===== config.mk =====
export PLATFORM = sky130hd
export DESIGN_NAME = oscdc_ctrl
export DESIGN_NICKNAME = d
export VERILOG_FILES = /design/src/rtl/oscdc_pkg.sv /design/src/rtl/oscdc_sync.sv /design/src/rtl/oscdc_ctrl.sv
export SDC_FILE = /design/constraint.sdc
export NUM_CORES = 1
export LEC_CHECK = 0
export ABC_AREA = 1
export BUFFER_PORTS_ARGS = -buffer_cell sky130_fd_sc_hd__buf_2
export CAP_MARGIN = 10
export CORE_MARGIN = 5
export CORE_UTILIZATION = 47
export DETAILED_ROUTE_END_ITERATION = 7
export PLACE_DENSITY_LB_ADDON = 0.05
export SLEW_MARGIN = 10
export SYNTH_ARGS = -nofsm -noshare
export SYNTH_HDL_FRONTEND = slang
export SYNTH_SLANG_ARGS = --single-unit

===== constraint.sdc =====
create_clock -name core_clk -period 3.68 [get_ports core_clk]
set_input_delay 0.736 -clock core_clk [delete_from_list [all_inputs] [get_ports core_clk]]
set_output_delay 0.736 -clock core_clk [all_outputs]
set_load 0.01 [all_outputs]

===== src/rtl/oscdc_pkg.sv =====
// oscdc_pkg: constants, register map and carrier types for the oscillator select and divider control
// assumes a 16-bit register port and configuration straps that hold steady until captured in the first cycle after internal reset release
// Function
// - new-source field codes: 000 rc, 001 rc+pll, 010 primary, 011 primary+pll, 100..111 others
// - primary submode 10 high speed, 01 crystal, 00 external; ignored for other sources
// - erased initial source configuration starts on fast rc divided by n, code 111
// - current-source field bits 14-12 is read-only and reports the active source
// - with switching on and monitor off, switch_lock set blocks requests in later writes, not one in the write that sets it or a switch under way
// - pin_select_lock bit 6 set rejects pin-select writes, clear accepts them
// - pll-locked bit 5 reads 1 when locked while the current or new source uses the pll, else 0
// - clock_fail_flag bit 3 set on monitor failure; software reads and clears it
// - secondary_osc_enable bit 1 turns the secondary oscillator on or off
// - writing 1 to switch_request starts a switch; hardware clears it when done
// - recover_on_interrupt set makes any interrupt clear reduction_enable
// - reduction field divides instruction clock by 2^value, default 011 (divide by 8)
// - reduction_enable 1 applies reduction ratio; 0 forces ratio 1:1
// - rc_postscale codes 000..110 divide by 1..64, 111 by 256, default 1
// - pll_post_divider 00 /2, 01 /4 default, 11 /8, 10 reserved
// - pll_pre_divider divides by value plus two, default 00000 (divide by 2)
// - pll_feedback_mult multiplies by value plus two, default 000110000 (50)
// - rc_trim is two's complement in 0.375 percent steps, zero nominal
// - switching may reach primary but never changes the configured primary submode
// - switching enabled only when switch_monitor_cfg is 0; 1 disables switching and monitor
// - with switching disabled new-source has no effect; current shows initial configuration
// - with switching disabled switch_request ignores writes and reads 0
// - request with current equal to new clears switch_request and aborts
// - valid switch clears lock and fail flags, then waits for timer, pll lock, or both for primary+pll
// - after ready, wait 10 new-source cycles, switch, clear request, copy new to current
// - monitor failure raises a trap and moves the system clock to fast rc
package oscdc_pkg;
    // ====================================================================
    // register indices on the plain register port
    localparam logic [1:0] OSCDC_ADDR_OSC_CTRL = 2'h0;
    localparam logic [1:0] OSCDC_ADDR_CLK_DIV  = 2'h1;
    localparam logic [1:0] OSCDC_ADDR_PLL_FBD  = 2'h2;
    localparam logic [1:0] OSCDC_ADDR_RC_TUNE  = 2'h3;
    // ====================================================================
    // oscillator_control field positions
    localparam int OSCDC_CUR_LSB  = 12;
    localparam int OSCDC_NEW_LSB  = 8;
    localparam int OSCDC_SWLK_BIT = 7;
    localparam int OSCDC_PSLK_BIT = 6;
    localparam int OSCDC_LOCK_BIT = 5;
    localparam int OSCDC_FAIL_BIT = 3;
    localparam int OSCDC_SECONDARY_OSC_BIT = 1;
    localparam int OSCDC_SREQ_BIT = 0;
    // clock_divisor field positions
    localparam int OSCDC_ROI_BIT  = 15;
    localparam int OSCDC_RED_LSB  = 12;
    localparam int OSCDC_REDE_BIT = 11;
    localparam int OSCDC_RCPS_LSB = 8;
    localparam int OSCDC_POST_LSB = 6;
    localparam int OSCDC_PRE_LSB  = 0;
    // ====================================================================
    // source selection codes
    localparam logic [2:0] OSCDC_SRC_FRC     = 3'h0;
    localparam logic [2:0] OSCDC_SRC_FAST_RC_WITH_PLL_MODE  = 3'h1;
    localparam logic [2:0] OSCDC_SRC_PRI     = 3'h2;
    localparam logic [2:0] OSCDC_SRC_PRIPLL  = 3'h3;
    localparam logic [2:0] OSCDC_SRC_SEC     = 3'h4;
    localparam logic [2:0] OSCDC_SRC_LOW_POWER_RC_OSC    = 3'h5;
    localparam logic [2:0] OSCDC_SRC_FRC16   = 3'h6;
    localparam logic [2:0] OSCDC_SRC_FAST_RC_DIV_N_MODE = 3'h7;
    // primary submodes
    localparam logic [1:0] OSCDC_PM_EC = 2'h0;
    localparam logic [1:0] OSCDC_PM_XT = 2'h1;
    localparam logic [1:0] OSCDC_PM_HS = 2'h2;
    // reset values and the reserved post divider code
    localparam logic [2:0] OSCDC_RED_RST  = 3'h3;
    localparam logic [2:0] OSCDC_RCPS_RST = 3'h0;
    localparam logic [1:0] OSCDC_POST_RST = 2'h1;
    localparam logic [4:0] OSCDC_PRE_RST  = 5'h00;
    localparam logic [8:0] OSCDC_MULT_RST = 9'h030;
    localparam logic [5:0] OSCDC_TRIM_RST = 6'h00;
    localparam logic [1:0] OSCDC_POST_RSVD = 2'h2;
    // cycles of the new source to wait before switching
    localparam logic [3:0] OSCDC_SETTLE_CYC = 4'hA;

    typedef struct packed {
        logic [1:0]  addr;
        logic [15:0] wdata;
        logic        wr;
        logic        rd;
    } oscdc_bus_t;

    typedef struct packed {
        logic [2:0] source;        // active source code
        logic [1:0] primary_mode;  // fixed by configuration
        logic [2:0] rc_postscale;
        logic [1:0] pll_post;
        logic [4:0] pll_pre;
        logic [8:0] pll_mult;
        logic [5:0] rc_trim;
        logic [7:0] cpu_div_log2;  // 0 when ratio forced 1:1
        logic       sec_osc_on;
        logic       pin_sel_lock;
        logic       monitor_on;
    } oscdc_clk_cfg_t;

    typedef enum logic [4:0] {
        OSCDC_IDLE   = 5'b00001,
        OSCDC_READY  = 5'b00010,
        OSCDC_SETTLE = 5'b00100,
        OSCDC_COMMIT = 5'b01000,
        OSCDC_FAIL   = 5'b10000
    } oscdc_state_t;
endpackage


===== src/rtl/oscdc_sync.sv =====
// oscdc_sync: three-stage synchroniser with agreement filter for asynchronous levels
// assumes the input is a level from another clock domain
`timescale 1ns/1ps
`default_nettype none
module oscdc_sync #(
    parameter int W = 1
) (
    input  wire logic         core_clk,
    input  wire logic         rst_n,
    input  wire logic [W-1:0] d,
    output var  logic [W-1:0] q
);
    logic [W-1:0] s1_r;
    logic [W-1:0] s2_r;
    logic [W-1:0] s3_r;
    logic [W-1:0] q_nxt;

    // a change counts only once stages two and three agree
    always_comb
    begin
        q_nxt = q;
        for (int i = 0; i < W; i++)
        begin
            if (s2_r[i] == s3_r[i])
            begin
                q_nxt[i] = s3_r[i];
            end
        end
    end

    always_ff @(posedge core_clk or negedge rst_n)
    begin
        if (!rst_n)
        begin
            s1_r <= '0;
            s2_r <= '0;
            s3_r <= '0;
            q    <= '0;
        end
        else
        begin
            s1_r <= d;
            s2_r <= s1_r;
            s3_r <= s2_r;
            q    <= q_nxt;
        end
    end
endmodule
`default_nettype wire


===== src/rtl/oscdc_ctrl.sv =====
// oscdc_ctrl: oscillator select, switch sequencer and divider registers
// assumes pll_locked, startup_done, new_src_tick and clock_failure come from analog clock domains
`timescale 1ns/1ps
`default_nettype none
module oscdc_ctrl
    import oscdc_pkg::*;
(
    input  wire logic                      core_clk,
    input  wire logic                      resetn,
    input  wire oscdc_pkg::oscdc_bus_t     bus,
    output var  logic [15:0]               rdata,
    input  wire logic [2:0]                initial_source_cfg,
    input  wire logic [1:0]                primary_submode_cfg,
    input  wire logic                      switch_monitor_cfg,
    input  wire logic                      monitor_disable_cfg,
    input  wire logic                      pll_locked,
    input  wire logic                      startup_done,
    input  wire logic                      new_src_tick,
    input  wire logic                      clock_failure,
    input  wire logic                      interrupt_event,
    input  wire logic                      pin_sel_wr,
    output var  logic                      pin_sel_wr_ok,
    output var  logic                      fail_trap,
    output var  oscdc_pkg::oscdc_clk_cfg_t clk_cfg
);
    // ====================================================================
    // reset release
    logic rst_a_r;
    logic rst_n;
    always_ff @(posedge core_clk or negedge resetn)
    begin
        if (!resetn)
        begin
            rst_a_r <= 1'b0;
            rst_n   <= 1'b0;
        end
        else
        begin
            rst_a_r <= 1'b1;
            rst_n   <= rst_a_r;
        end
    end

    // ====================================================================
    // pin inputs
    logic [3:0] async_s;
    oscdc_sync #(.W(4)) u_sync (
        .core_clk (core_clk),
        .rst_n    (rst_n),
        .d        ({pll_locked, startup_done, new_src_tick, clock_failure}),
        .q        (async_s)
    );
    logic lock_s;
    logic ost_s;
    logic tick_s;
    logic fail_s;
    logic tick_d_r;
    logic fail_d_r;
    assign {lock_s, ost_s, tick_s, fail_s} = async_s;

    // ====================================================================
    // configuration capture after reset release
    logic       cap_done_r;
    logic [2:0] init_src_r;
    logic [1:0] pri_mode_r;
    logic       sw_en_r;
    logic       mon_en_r;
    always_ff @(posedge core_clk or negedge rst_n)
    begin
        if (!rst_n)
        begin
            cap_done_r <= 1'b0;
            init_src_r <= OSCDC_SRC_FAST_RC_DIV_N_MODE;
            pri_mode_r <= OSCDC_PM_EC;
            sw_en_r    <= 1'b0;
            mon_en_r   <= 1'b0;
        end
        else if (!cap_done_r)
        begin
            cap_done_r <= 1'b1;
            init_src_r <= initial_source_cfg;
            pri_mode_r <= primary_submode_cfg;
            sw_en_r    <= !switch_monitor_cfg;
            mon_en_r   <= !switch_monitor_cfg && !monitor_disable_cfg;
        end
    end

    // ====================================================================
    // registers and switch sequencer
    oscdc_state_t state_r,  state_nxt;
    logic [2:0] cur_r,      cur_nxt;
    logic [2:0] new_r,      new_nxt;
    logic       swlk_r,     swlk_nxt;
    logic       pslk_r,     pslk_nxt;
    logic       lockf_r,    lockf_nxt;
    logic       fail_r,     fail_nxt;
    logic       secondary_osc_r,     secondary_osc_nxt;
    logic       sreq_r,     sreq_nxt;
    logic       roi_r,      roi_nxt;
    logic [2:0] red_r,      red_nxt;
    logic       rede_r,     rede_nxt;
    logic [2:0] rcps_r,     rcps_nxt;
    logic [1:0] post_r,     post_nxt;
    logic [4:0] pre_r,      pre_nxt;
    logic [8:0] mult_r,     mult_nxt;
    logic [5:0] trim_r,     trim_nxt;
    logic [3:0] cnt_r,      cnt_nxt;
    logic       trap_nxt;
    logic       wr_osc;
    logic       wr_div;
    logic       need_pll;
    logic       need_ost;
    logic       src_ready;

    assign wr_osc = bus.wr && (bus.addr == OSCDC_ADDR_OSC_CTRL);
    assign wr_div = bus.wr && (bus.addr == OSCDC_ADDR_CLK_DIV);
    assign need_pll = (new_r == OSCDC_SRC_FAST_RC_WITH_PLL_MODE) || (new_r == OSCDC_SRC_PRIPLL);
    assign need_ost = (new_r == OSCDC_SRC_PRI) || (new_r == OSCDC_SRC_PRIPLL) || (new_r == OSCDC_SRC_SEC);
    // crystal sources wait for the start-up timer, pll sources for lock
    assign src_ready = (!need_pll || lock_s) && (!need_ost || ost_s);

    always_comb
    begin
        state_nxt = state_r;
        cur_nxt   = cap_done_r ? cur_r : initial_source_cfg;
        new_nxt   = cap_done_r ? new_r : initial_source_cfg;
        swlk_nxt  = swlk_r;
        pslk_nxt  = pslk_r;
        lockf_nxt = 1'b0;
        fail_nxt  = fail_r;
        secondary_osc_nxt  = secondary_osc_r;
        sreq_nxt  = sreq_r;
        roi_nxt   = roi_r;
        red_nxt   = red_r;
        rede_nxt  = rede_r;
        rcps_nxt  = rcps_r;
        post_nxt  = post_r;
        pre_nxt   = pre_r;
        mult_nxt  = mult_r;
        trim_nxt  = trim_r;
        cnt_nxt   = cnt_r;
        trap_nxt  = 1'b0;
        if (need_pll || cur_r == OSCDC_SRC_FAST_RC_WITH_PLL_MODE || cur_r == OSCDC_SRC_PRIPLL)
        begin
            lockf_nxt = lock_s;
        end
        if (wr_osc)
        begin
            if (sw_en_r)
            begin
                new_nxt = bus.wdata[OSCDC_NEW_LSB +: 3];
            end
            swlk_nxt = bus.wdata[OSCDC_SWLK_BIT];
            pslk_nxt = bus.wdata[OSCDC_PSLK_BIT];
            secondary_osc_nxt = bus.wdata[OSCDC_SECONDARY_OSC_BIT];
            fail_nxt = fail_r && bus.wdata[OSCDC_FAIL_BIT];
            // request taken only when idle, allowed and not blocked by switch_lock with the monitor off
            if (bus.wdata[OSCDC_SREQ_BIT] && sw_en_r && state_r == OSCDC_IDLE
                && !(swlk_r && !mon_en_r))
            begin
                sreq_nxt = 1'b1;
            end
        end
        if (wr_div)
        begin
            roi_nxt  = bus.wdata[OSCDC_ROI_BIT];
            red_nxt  = bus.wdata[OSCDC_RED_LSB +: 3];
            rede_nxt = bus.wdata[OSCDC_REDE_BIT];
            rcps_nxt = bus.wdata[OSCDC_RCPS_LSB +: 3];
            if (bus.wdata[OSCDC_POST_LSB +: 2] != OSCDC_POST_RSVD)
            begin
                post_nxt = bus.wdata[OSCDC_POST_LSB +: 2];
            end
            pre_nxt  = bus.wdata[OSCDC_PRE_LSB +: 5];
        end
        mult_nxt = (bus.wr && bus.addr == OSCDC_ADDR_PLL_FBD) ? bus.wdata[8:0] : mult_r;
        trim_nxt = (bus.wr && bus.addr == OSCDC_ADDR_RC_TUNE) ? bus.wdata[5:0] : trim_r;
        // an interrupt wins over a same-cycle software write of the enable
        rede_nxt = rede_nxt && !(roi_r && interrupt_event);
        case (state_r)
            OSCDC_IDLE:
            begin
                if (sreq_r)
                begin
                    if (cur_r == new_r)
                    begin
                        sreq_nxt = 1'b0;
                    end
                    else
                    begin
                        fail_nxt  = 1'b0;
                        lockf_nxt = 1'b0;
                        state_nxt = OSCDC_READY;
                    end
                end
            end
            OSCDC_READY:
            begin
                cnt_nxt = '0;
                if (src_ready)
                begin
                    state_nxt = OSCDC_SETTLE;
                end
            end
            OSCDC_SETTLE:
            begin
                if (tick_s && !tick_d_r)
                begin
                    cnt_nxt = cnt_r + 4'h1;
                end
                if (cnt_r == OSCDC_SETTLE_CYC)
                begin
                    state_nxt = OSCDC_COMMIT;
                end
            end
            OSCDC_COMMIT:
            begin
                cur_nxt   = new_r;
                sreq_nxt  = 1'b0;
                state_nxt = OSCDC_IDLE;
            end
            default:
            begin
                state_nxt = OSCDC_IDLE;
            end
        endcase
        // monitor failure preempts any switch; set wins over software clear
        if (mon_en_r && fail_s && !fail_d_r)
        begin
            fail_nxt  = 1'b1;
            trap_nxt  = 1'b1;
            cur_nxt   = OSCDC_SRC_FRC;
            sreq_nxt  = 1'b0;
            state_nxt = OSCDC_FAIL;
        end
    end

    always_ff @(posedge core_clk or negedge rst_n)
    begin
        if (!rst_n)
        begin
            state_r   <= OSCDC_IDLE;
            cur_r     <= OSCDC_SRC_FAST_RC_DIV_N_MODE;
            new_r     <= OSCDC_SRC_FAST_RC_DIV_N_MODE;
            swlk_r    <= 1'b0;
            pslk_r    <= 1'b0;
            lockf_r   <= 1'b0;
            fail_r    <= 1'b0;
            secondary_osc_r    <= 1'b0;
            sreq_r    <= 1'b0;
            roi_r     <= 1'b0;
            red_r     <= OSCDC_RED_RST;
            rede_r    <= 1'b0;
            rcps_r    <= OSCDC_RCPS_RST;
            post_r    <= OSCDC_POST_RST;
            pre_r     <= OSCDC_PRE_RST;
            mult_r    <= OSCDC_MULT_RST;
            trim_r    <= OSCDC_TRIM_RST;
            cnt_r     <= '0;
            tick_d_r  <= 1'b0;
            fail_d_r  <= 1'b0;
            fail_trap <= 1'b0;
        end
        else
        begin
            state_r   <= state_nxt;
            cur_r     <= cur_nxt;
            new_r     <= new_nxt;
            swlk_r    <= swlk_nxt;
            pslk_r    <= pslk_nxt;
            lockf_r   <= lockf_nxt;
            fail_r    <= fail_nxt;
            secondary_osc_r    <= secondary_osc_nxt;
            sreq_r    <= sreq_nxt;
            roi_r     <= roi_nxt;
            red_r     <= red_nxt;
            rede_r    <= rede_nxt;
            rcps_r    <= rcps_nxt;
            post_r    <= post_nxt;
            pre_r     <= pre_nxt;
            mult_r    <= mult_nxt;
            trim_r    <= trim_nxt;
            cnt_r     <= cnt_nxt;
            tick_d_r  <= tick_s;
            fail_d_r  <= fail_s;
            fail_trap <= trap_nxt;
        end
    end

    // ====================================================================
    // read data and outward configuration
    logic [15:0]    rdata_nxt;
    oscdc_clk_cfg_t cfg_nxt;
    always_comb
    begin
        rdata_nxt = '0;
        if (bus.rd)
        begin
            case (bus.addr)
                OSCDC_ADDR_OSC_CTRL:
                begin
                    rdata_nxt[OSCDC_CUR_LSB +: 3] = cur_r;
                    rdata_nxt[OSCDC_NEW_LSB +: 3] = new_r;
                    rdata_nxt[OSCDC_SWLK_BIT]     = swlk_r;
                    rdata_nxt[OSCDC_PSLK_BIT]     = pslk_r;
                    rdata_nxt[OSCDC_LOCK_BIT]     = lockf_r;
                    rdata_nxt[OSCDC_FAIL_BIT]     = fail_r;
                    rdata_nxt[OSCDC_SECONDARY_OSC_BIT]     = secondary_osc_r;
                    rdata_nxt[OSCDC_SREQ_BIT]     = sreq_r && sw_en_r;
                end
                OSCDC_ADDR_CLK_DIV:
                begin
                    rdata_nxt[OSCDC_ROI_BIT]       = roi_r;
                    rdata_nxt[OSCDC_RED_LSB +: 3]  = red_r;
                    rdata_nxt[OSCDC_REDE_BIT]      = rede_r;
                    rdata_nxt[OSCDC_RCPS_LSB +: 3] = rcps_r;
                    rdata_nxt[OSCDC_POST_LSB +: 2] = post_r;
                    rdata_nxt[OSCDC_PRE_LSB +: 5]  = pre_r;
                end
                OSCDC_ADDR_PLL_FBD:
                begin
                    rdata_nxt[8:0] = mult_r;
                end
                OSCDC_ADDR_RC_TUNE:
                begin
                    rdata_nxt[5:0] = trim_r;
                end
                default:
                begin
                    rdata_nxt = '0;
                end
            endcase
        end
        cfg_nxt.source       = cur_r;
        cfg_nxt.primary_mode = pri_mode_r;
        cfg_nxt.rc_postscale = rcps_r;
        cfg_nxt.pll_post     = post_r;
        cfg_nxt.pll_pre      = pre_r;
        cfg_nxt.pll_mult     = mult_r;
        cfg_nxt.rc_trim      = trim_r;
        cfg_nxt.cpu_div_log2 = rede_r ? {5'h00, red_r} : 8'h00;
        cfg_nxt.sec_osc_on   = secondary_osc_r;
        cfg_nxt.pin_sel_lock = pslk_r;
        cfg_nxt.monitor_on   = mon_en_r;
    end

    always_ff @(posedge core_clk or negedge rst_n)
    begin
        if (!rst_n)
        begin
            rdata         <= '0;
            clk_cfg       <= '0;
            pin_sel_wr_ok <= 1'b0;
        end
        else
        begin
            rdata         <= rdata_nxt;
            clk_cfg       <= cfg_nxt;
            pin_sel_wr_ok <= pin_sel_wr && !pslk_r;
        end
    end
endmodule
`default_nettype wire


### Word level (Yosys, flattened, before mapping)

Cells that the tools add are included.

* eq/ne operators: 26
* add/subtract/negate cells: 1
* reduce and logical (&&, ||, !) cells: 40
* mux-type cells: 43

Operators with widths (count)
* $mux 5: 5
* $mux 3: 7
* $logic_and 1x1->1: 18
* $mux 1: 18
* $mux 16: 1
* $pmux 5 s3: 1
* $logic_not 1->1: 10
* $eq 3x2->1 const B: 3
* $pmux 1 s3: 3
* $pmux 3 s3: 1
* $pmux 2 s4: 1
* $pmux 4 s2: 1
* $logic_or 1x1->1: 7
* $eq 3x1->1 const B: 2
* $ne 3x2->1 const B: 2
* $ne 3x3->1 const B: 2
* $pmux 3 s2: 1
* $eq 5x1->1 const B: 1
* $eq 5x2->1 const B: 1
* $eq 5x3->1 const B: 1
* $eq 5x4->1 const B: 1
* $add 4x1->4 const B: 1
* $eq 1x1->1: 4
* $eq 2x2->1 const B: 2
* 14 further kinds: 16

* register bits after elaboration: 130
* input port bits: 35
* output and inout bits: 59

### Longest topological paths before layout

* depth after elaboration: 10
* depth in mapped cells: 8
* mapped depth without buffers: 8

### Hierarchy

From an unflattened synthesis, not the netlist that was laid out.

* cell total of the unflattened synthesis: 460
* area, all modules: 4885.9 µm²

By module, submodules not included
* oscdc_ctrl: times used 1, cells an instance 428, sequential area each 2867.8 µm², area an instance 4420.5 µm²
* oscdc_sync: times used 1, cells an instance 32, sequential area each 400.4 µm², area an instance 465.4 µm²

### Worst setup path before layout

Ideal clock, no wire load.

* path type: input port to flip-flop
* from: in bus[18] (netlist bit)
* to: reg mult_r[8]
* stages: 7
* setup time: 0.118 ns
* data required time: 3.562 ns
* buffers on the path: 1
* data arrival time: 1.290 ns
* setup slack: 2.272 ns
* cells stage by stage: inv_2 nand2_2 inv_4 nand2_4 buf_6 nand2_2 o21ai_2

* longest elaborated chain between the ends: 2

RTL lines
* start: declaration: RTL line oscdc_ctrl.sv:10 `input wire oscdc_pkg::oscdc_bus_t bus,`
* $eq 2x2->1: RTL line oscdc_ctrl.sv:176 `mult_nxt = (bus.wr && bus.addr == OSCDC_ADDR_PLL_FBD) ? bus.wdata[8:0] : mult_r;`
* $logic_and 1x1->1: RTL line oscdc_ctrl.sv:176
* end signal: assignment: RTL line oscdc_ctrl.sv:281 `mult_r <= mult_nxt;`
* end: declaration: RTL line oscdc_ctrl.sv:105 `logic [8:0] mult_r, mult_nxt;`

No other way between the ends.
A chain may end at the register's enable or synchronous reset.

### Worst setup path after layout

* from: reg clk_cfg[33] (netlist bit)
* to: out clk_cfg[33] (netlist bit)

RTL lines
* start: declaration: RTL line oscdc_ctrl.sv:24 `output var oscdc_pkg::oscdc_clk_cfg_t clk_cfg`
* start signal: assignment: RTL line oscdc_ctrl.sv:358 `clk_cfg <= cfg_nxt;`

No word-level cell between the ends.

==> metrics <==
TritonCTS Buffers 17; area of the core 10180 um2; synthesis-to-finish area growth 23.47%; Post-CTS Hold Buffers 1; Final TNS setup 0 ns; Slew Limit Fails 0; number of distinct library cells after synthesis 35; die area 12440 um2; # clock sinks 130; DRC viols 0; vias per inst 4.759; Seq/Total Area, Yosys 67.44%; Ports 94; H-tree Lvls 4; first-pass GRT wire length 16.56 mm; Slew HR 30.33%; TritonCTS clock tree yes; Worst setup EP type primary output; Antenna Nets Post-Route 0; Synth top area share 60.93%; Final Hold Viols 0; clk buf depth 2; Max stage delay on crit path 0.39 ns; worst-path cell chain buf_2; crit share post-route 48.35%; count leader, synth dfrtp_1; final setup skew 0.01020 ns; layout cell share with drive strength beyond 1 28.55%; Syn Inst Count 448; die width 111.5 um; IO Port Bufs 88; initial antenna violation count 0; Slowest-stage cell, CP dfrtp_1; outcome complete, no violations; post-synthesis area per instance 10.82 um2; synth cell count leaders 118 x dfrtp_1, 112 x nand2_1, 52 x inv_1, 37 x o21ai_0, 21 x nand3_1; Final min period 1.779 ns; Skew-Pair Late Insertion Delay 0.51 ns; share of flip-flops with an asynchronous set or reset 100.0%; mapped cell area 4846 um2; DP HPWL 6.890 mm; number of synthesized flops with an enable pin 0; Yosys top cell by area dfrtp_1; gp weighted congestion 0.8380; GR Overflow Total 0; Hold/Removal Path Class input port to flop; RSZ-0062 raised after global routing false; max-cap violation count 0; Vias 3331; CP startpoint kind flop; dominant cells by area after synthesis dfrtp_1 61%, nand2_1 8.7%, dfstp_2 6.5%; family with the most delay on the worst path flip-flops; maximum clock rate 0.5621 GHz; maximum fanout along the worst path 1; number of global-route vias before repair 3466; final setup violation count 0; buffer count from post-CTS setup fixing 0; initial DRC count 156; worst vdd ir 329.5 uV; Worst-Margin Slew 1.045 ns; Core Rows 37; n_diodes 0; Die H 111.5 um; wire per inst 14.00 um; total wire length 9.803 mm; total track usage 16.86%; Fillers 880; Leak 3.133 nW; WP buf/inv 1; multi-input combinational cell area 1284 um2; Synth Flop Type dfrtp_1; NumNets Final 588; Arr. time, crit path 1.04 ns; FF/Latch Area 3272 um2; clock root cell clkbuf_8; Yosys reg bits 130; Worst-path clk slew 0.06 ns; largest net degree at the start of global routing 86; post-CTS sizing 0; Syn. warnings 0; pwr dens 627.4 nW/um2; DR pass1 iterations 4; Core Util, Final 58.75%; Worst Setup Path Type flop to primary output; WP data required 2.94 ns; Initial Utilization 47.58%
==> placed cells by master, fill, tap and decap left out, drive strengths merged <==
cell type    count
nand3           21
ha               2
xnor2            1
xor2             2
a221oi           1
nor2            20
a21oi            5
o21ai           56
inv             55
or2              1
o22ai            2
nand4            4
clkinv           7
conb             7
o21bai           1
a31oi            3
nand3b           1
a22oi            1
o211ai           5
maj3             4
bufinv           3
buf             90
dfrtp          118
clkbuf          22
nand2          118
dlygate4sd3      1
clkinvlp         1
dfstp           12
==> metrics by stage <==
stage	worst slack, ns	total power [mW]	hold slack, ns	area (um2)	std cells
4_1_cts	1.878	3.804	0.3001	5983	700
3_5_place_dp	1.604	2.160	0.3358	5395	667
6_report	1.901	3.754	0.3284	5983	700
5_1_grt	1.865	3.941	0.2994	5983	700
2_1_floorplan	1.527	1.988	0.3311	4866	453
3_3_place_gp	1.649	2.149	0.3319	5395	667
==> path summary, 6_finish.rpt <==
| path | startpoint | slack, ns | cells past startpoint | to |
|---|---|---|---|---|
| max | clk_cfg[33] | 1.90 | 1 | clk_cfg[33] |
| max in group asynchronous | rst_n | 2.24 | 1 | u_sync.s3_r[2] |
| min | clock_failure | 0.33 | 1 | u_sync.s1_r[0] |
| max reg2reg | rst_n | 2.24 | 1 | u_sync.s3_r[2] |
| min in group asynchronous | rst_n | 0.51 | 0 | clk_cfg[16] |
| min reg2reg | u_sync.s1_r[2] | 0.34 | 0 | u_sync.s2_r[2] |
==> kinds of logic after synthesis <==
kind of cell,Yosys count,synth area share [%]
and+or+nand+nor,165,14.69
adders and majority gates,6,1.343
xor gates and xnor gates,3,0.5423
AOI/OAI and AO/OA,74,9.373
other,2,0.1550
buffers and inverters,68,6.455
DFF,130,67.44
==> per-layer routing <==
metal | track usage (%) | vias up | share of wire, %
met2 | 27.82 | 99 | 49
met4 | 6.488 | 0 | 1.6
met5 | 0 | - | 0
met3 | 5.870 | 16 | 6.3
met1 | 20.49 | 1588 | 43
li1 | - | 1628 | -
==> power breakdown <==
group          internal (mW)  switching (mW)
clock network           1.05           0.577
registers               1.62           0.119
logic                  0.155           0.237
total                   2.82           0.932
==> layout make-up <==
cell class              count  share of cell area [%]
clock buffers              22                   7.403
clock inverters            10                   2.258
inverters                  56                   3.576
multi-input cells         255                   21.46
flip-flops and latches    130                   54.68
well taps                 136                   2.844
repair buffers             91                   7.779
==> state kept, by name (all words and copies together) (netlist names), 2 cells and up <==
name and flops:
rdata 16, state_r 5, pre_r 5, post_r 2
u_sync.s3_r 4, new_r 3, u_sync.s2_r 4, u_sync.q 4
rcps_r 3, trim_r 6, cnt_r 4, clk_cfg 36
cur_r 3, pri_mode_r 2, red_r 3, mult_r 9
u_sync.s1_r 4
No activity file was read; power rests on OpenSTA's default activity.
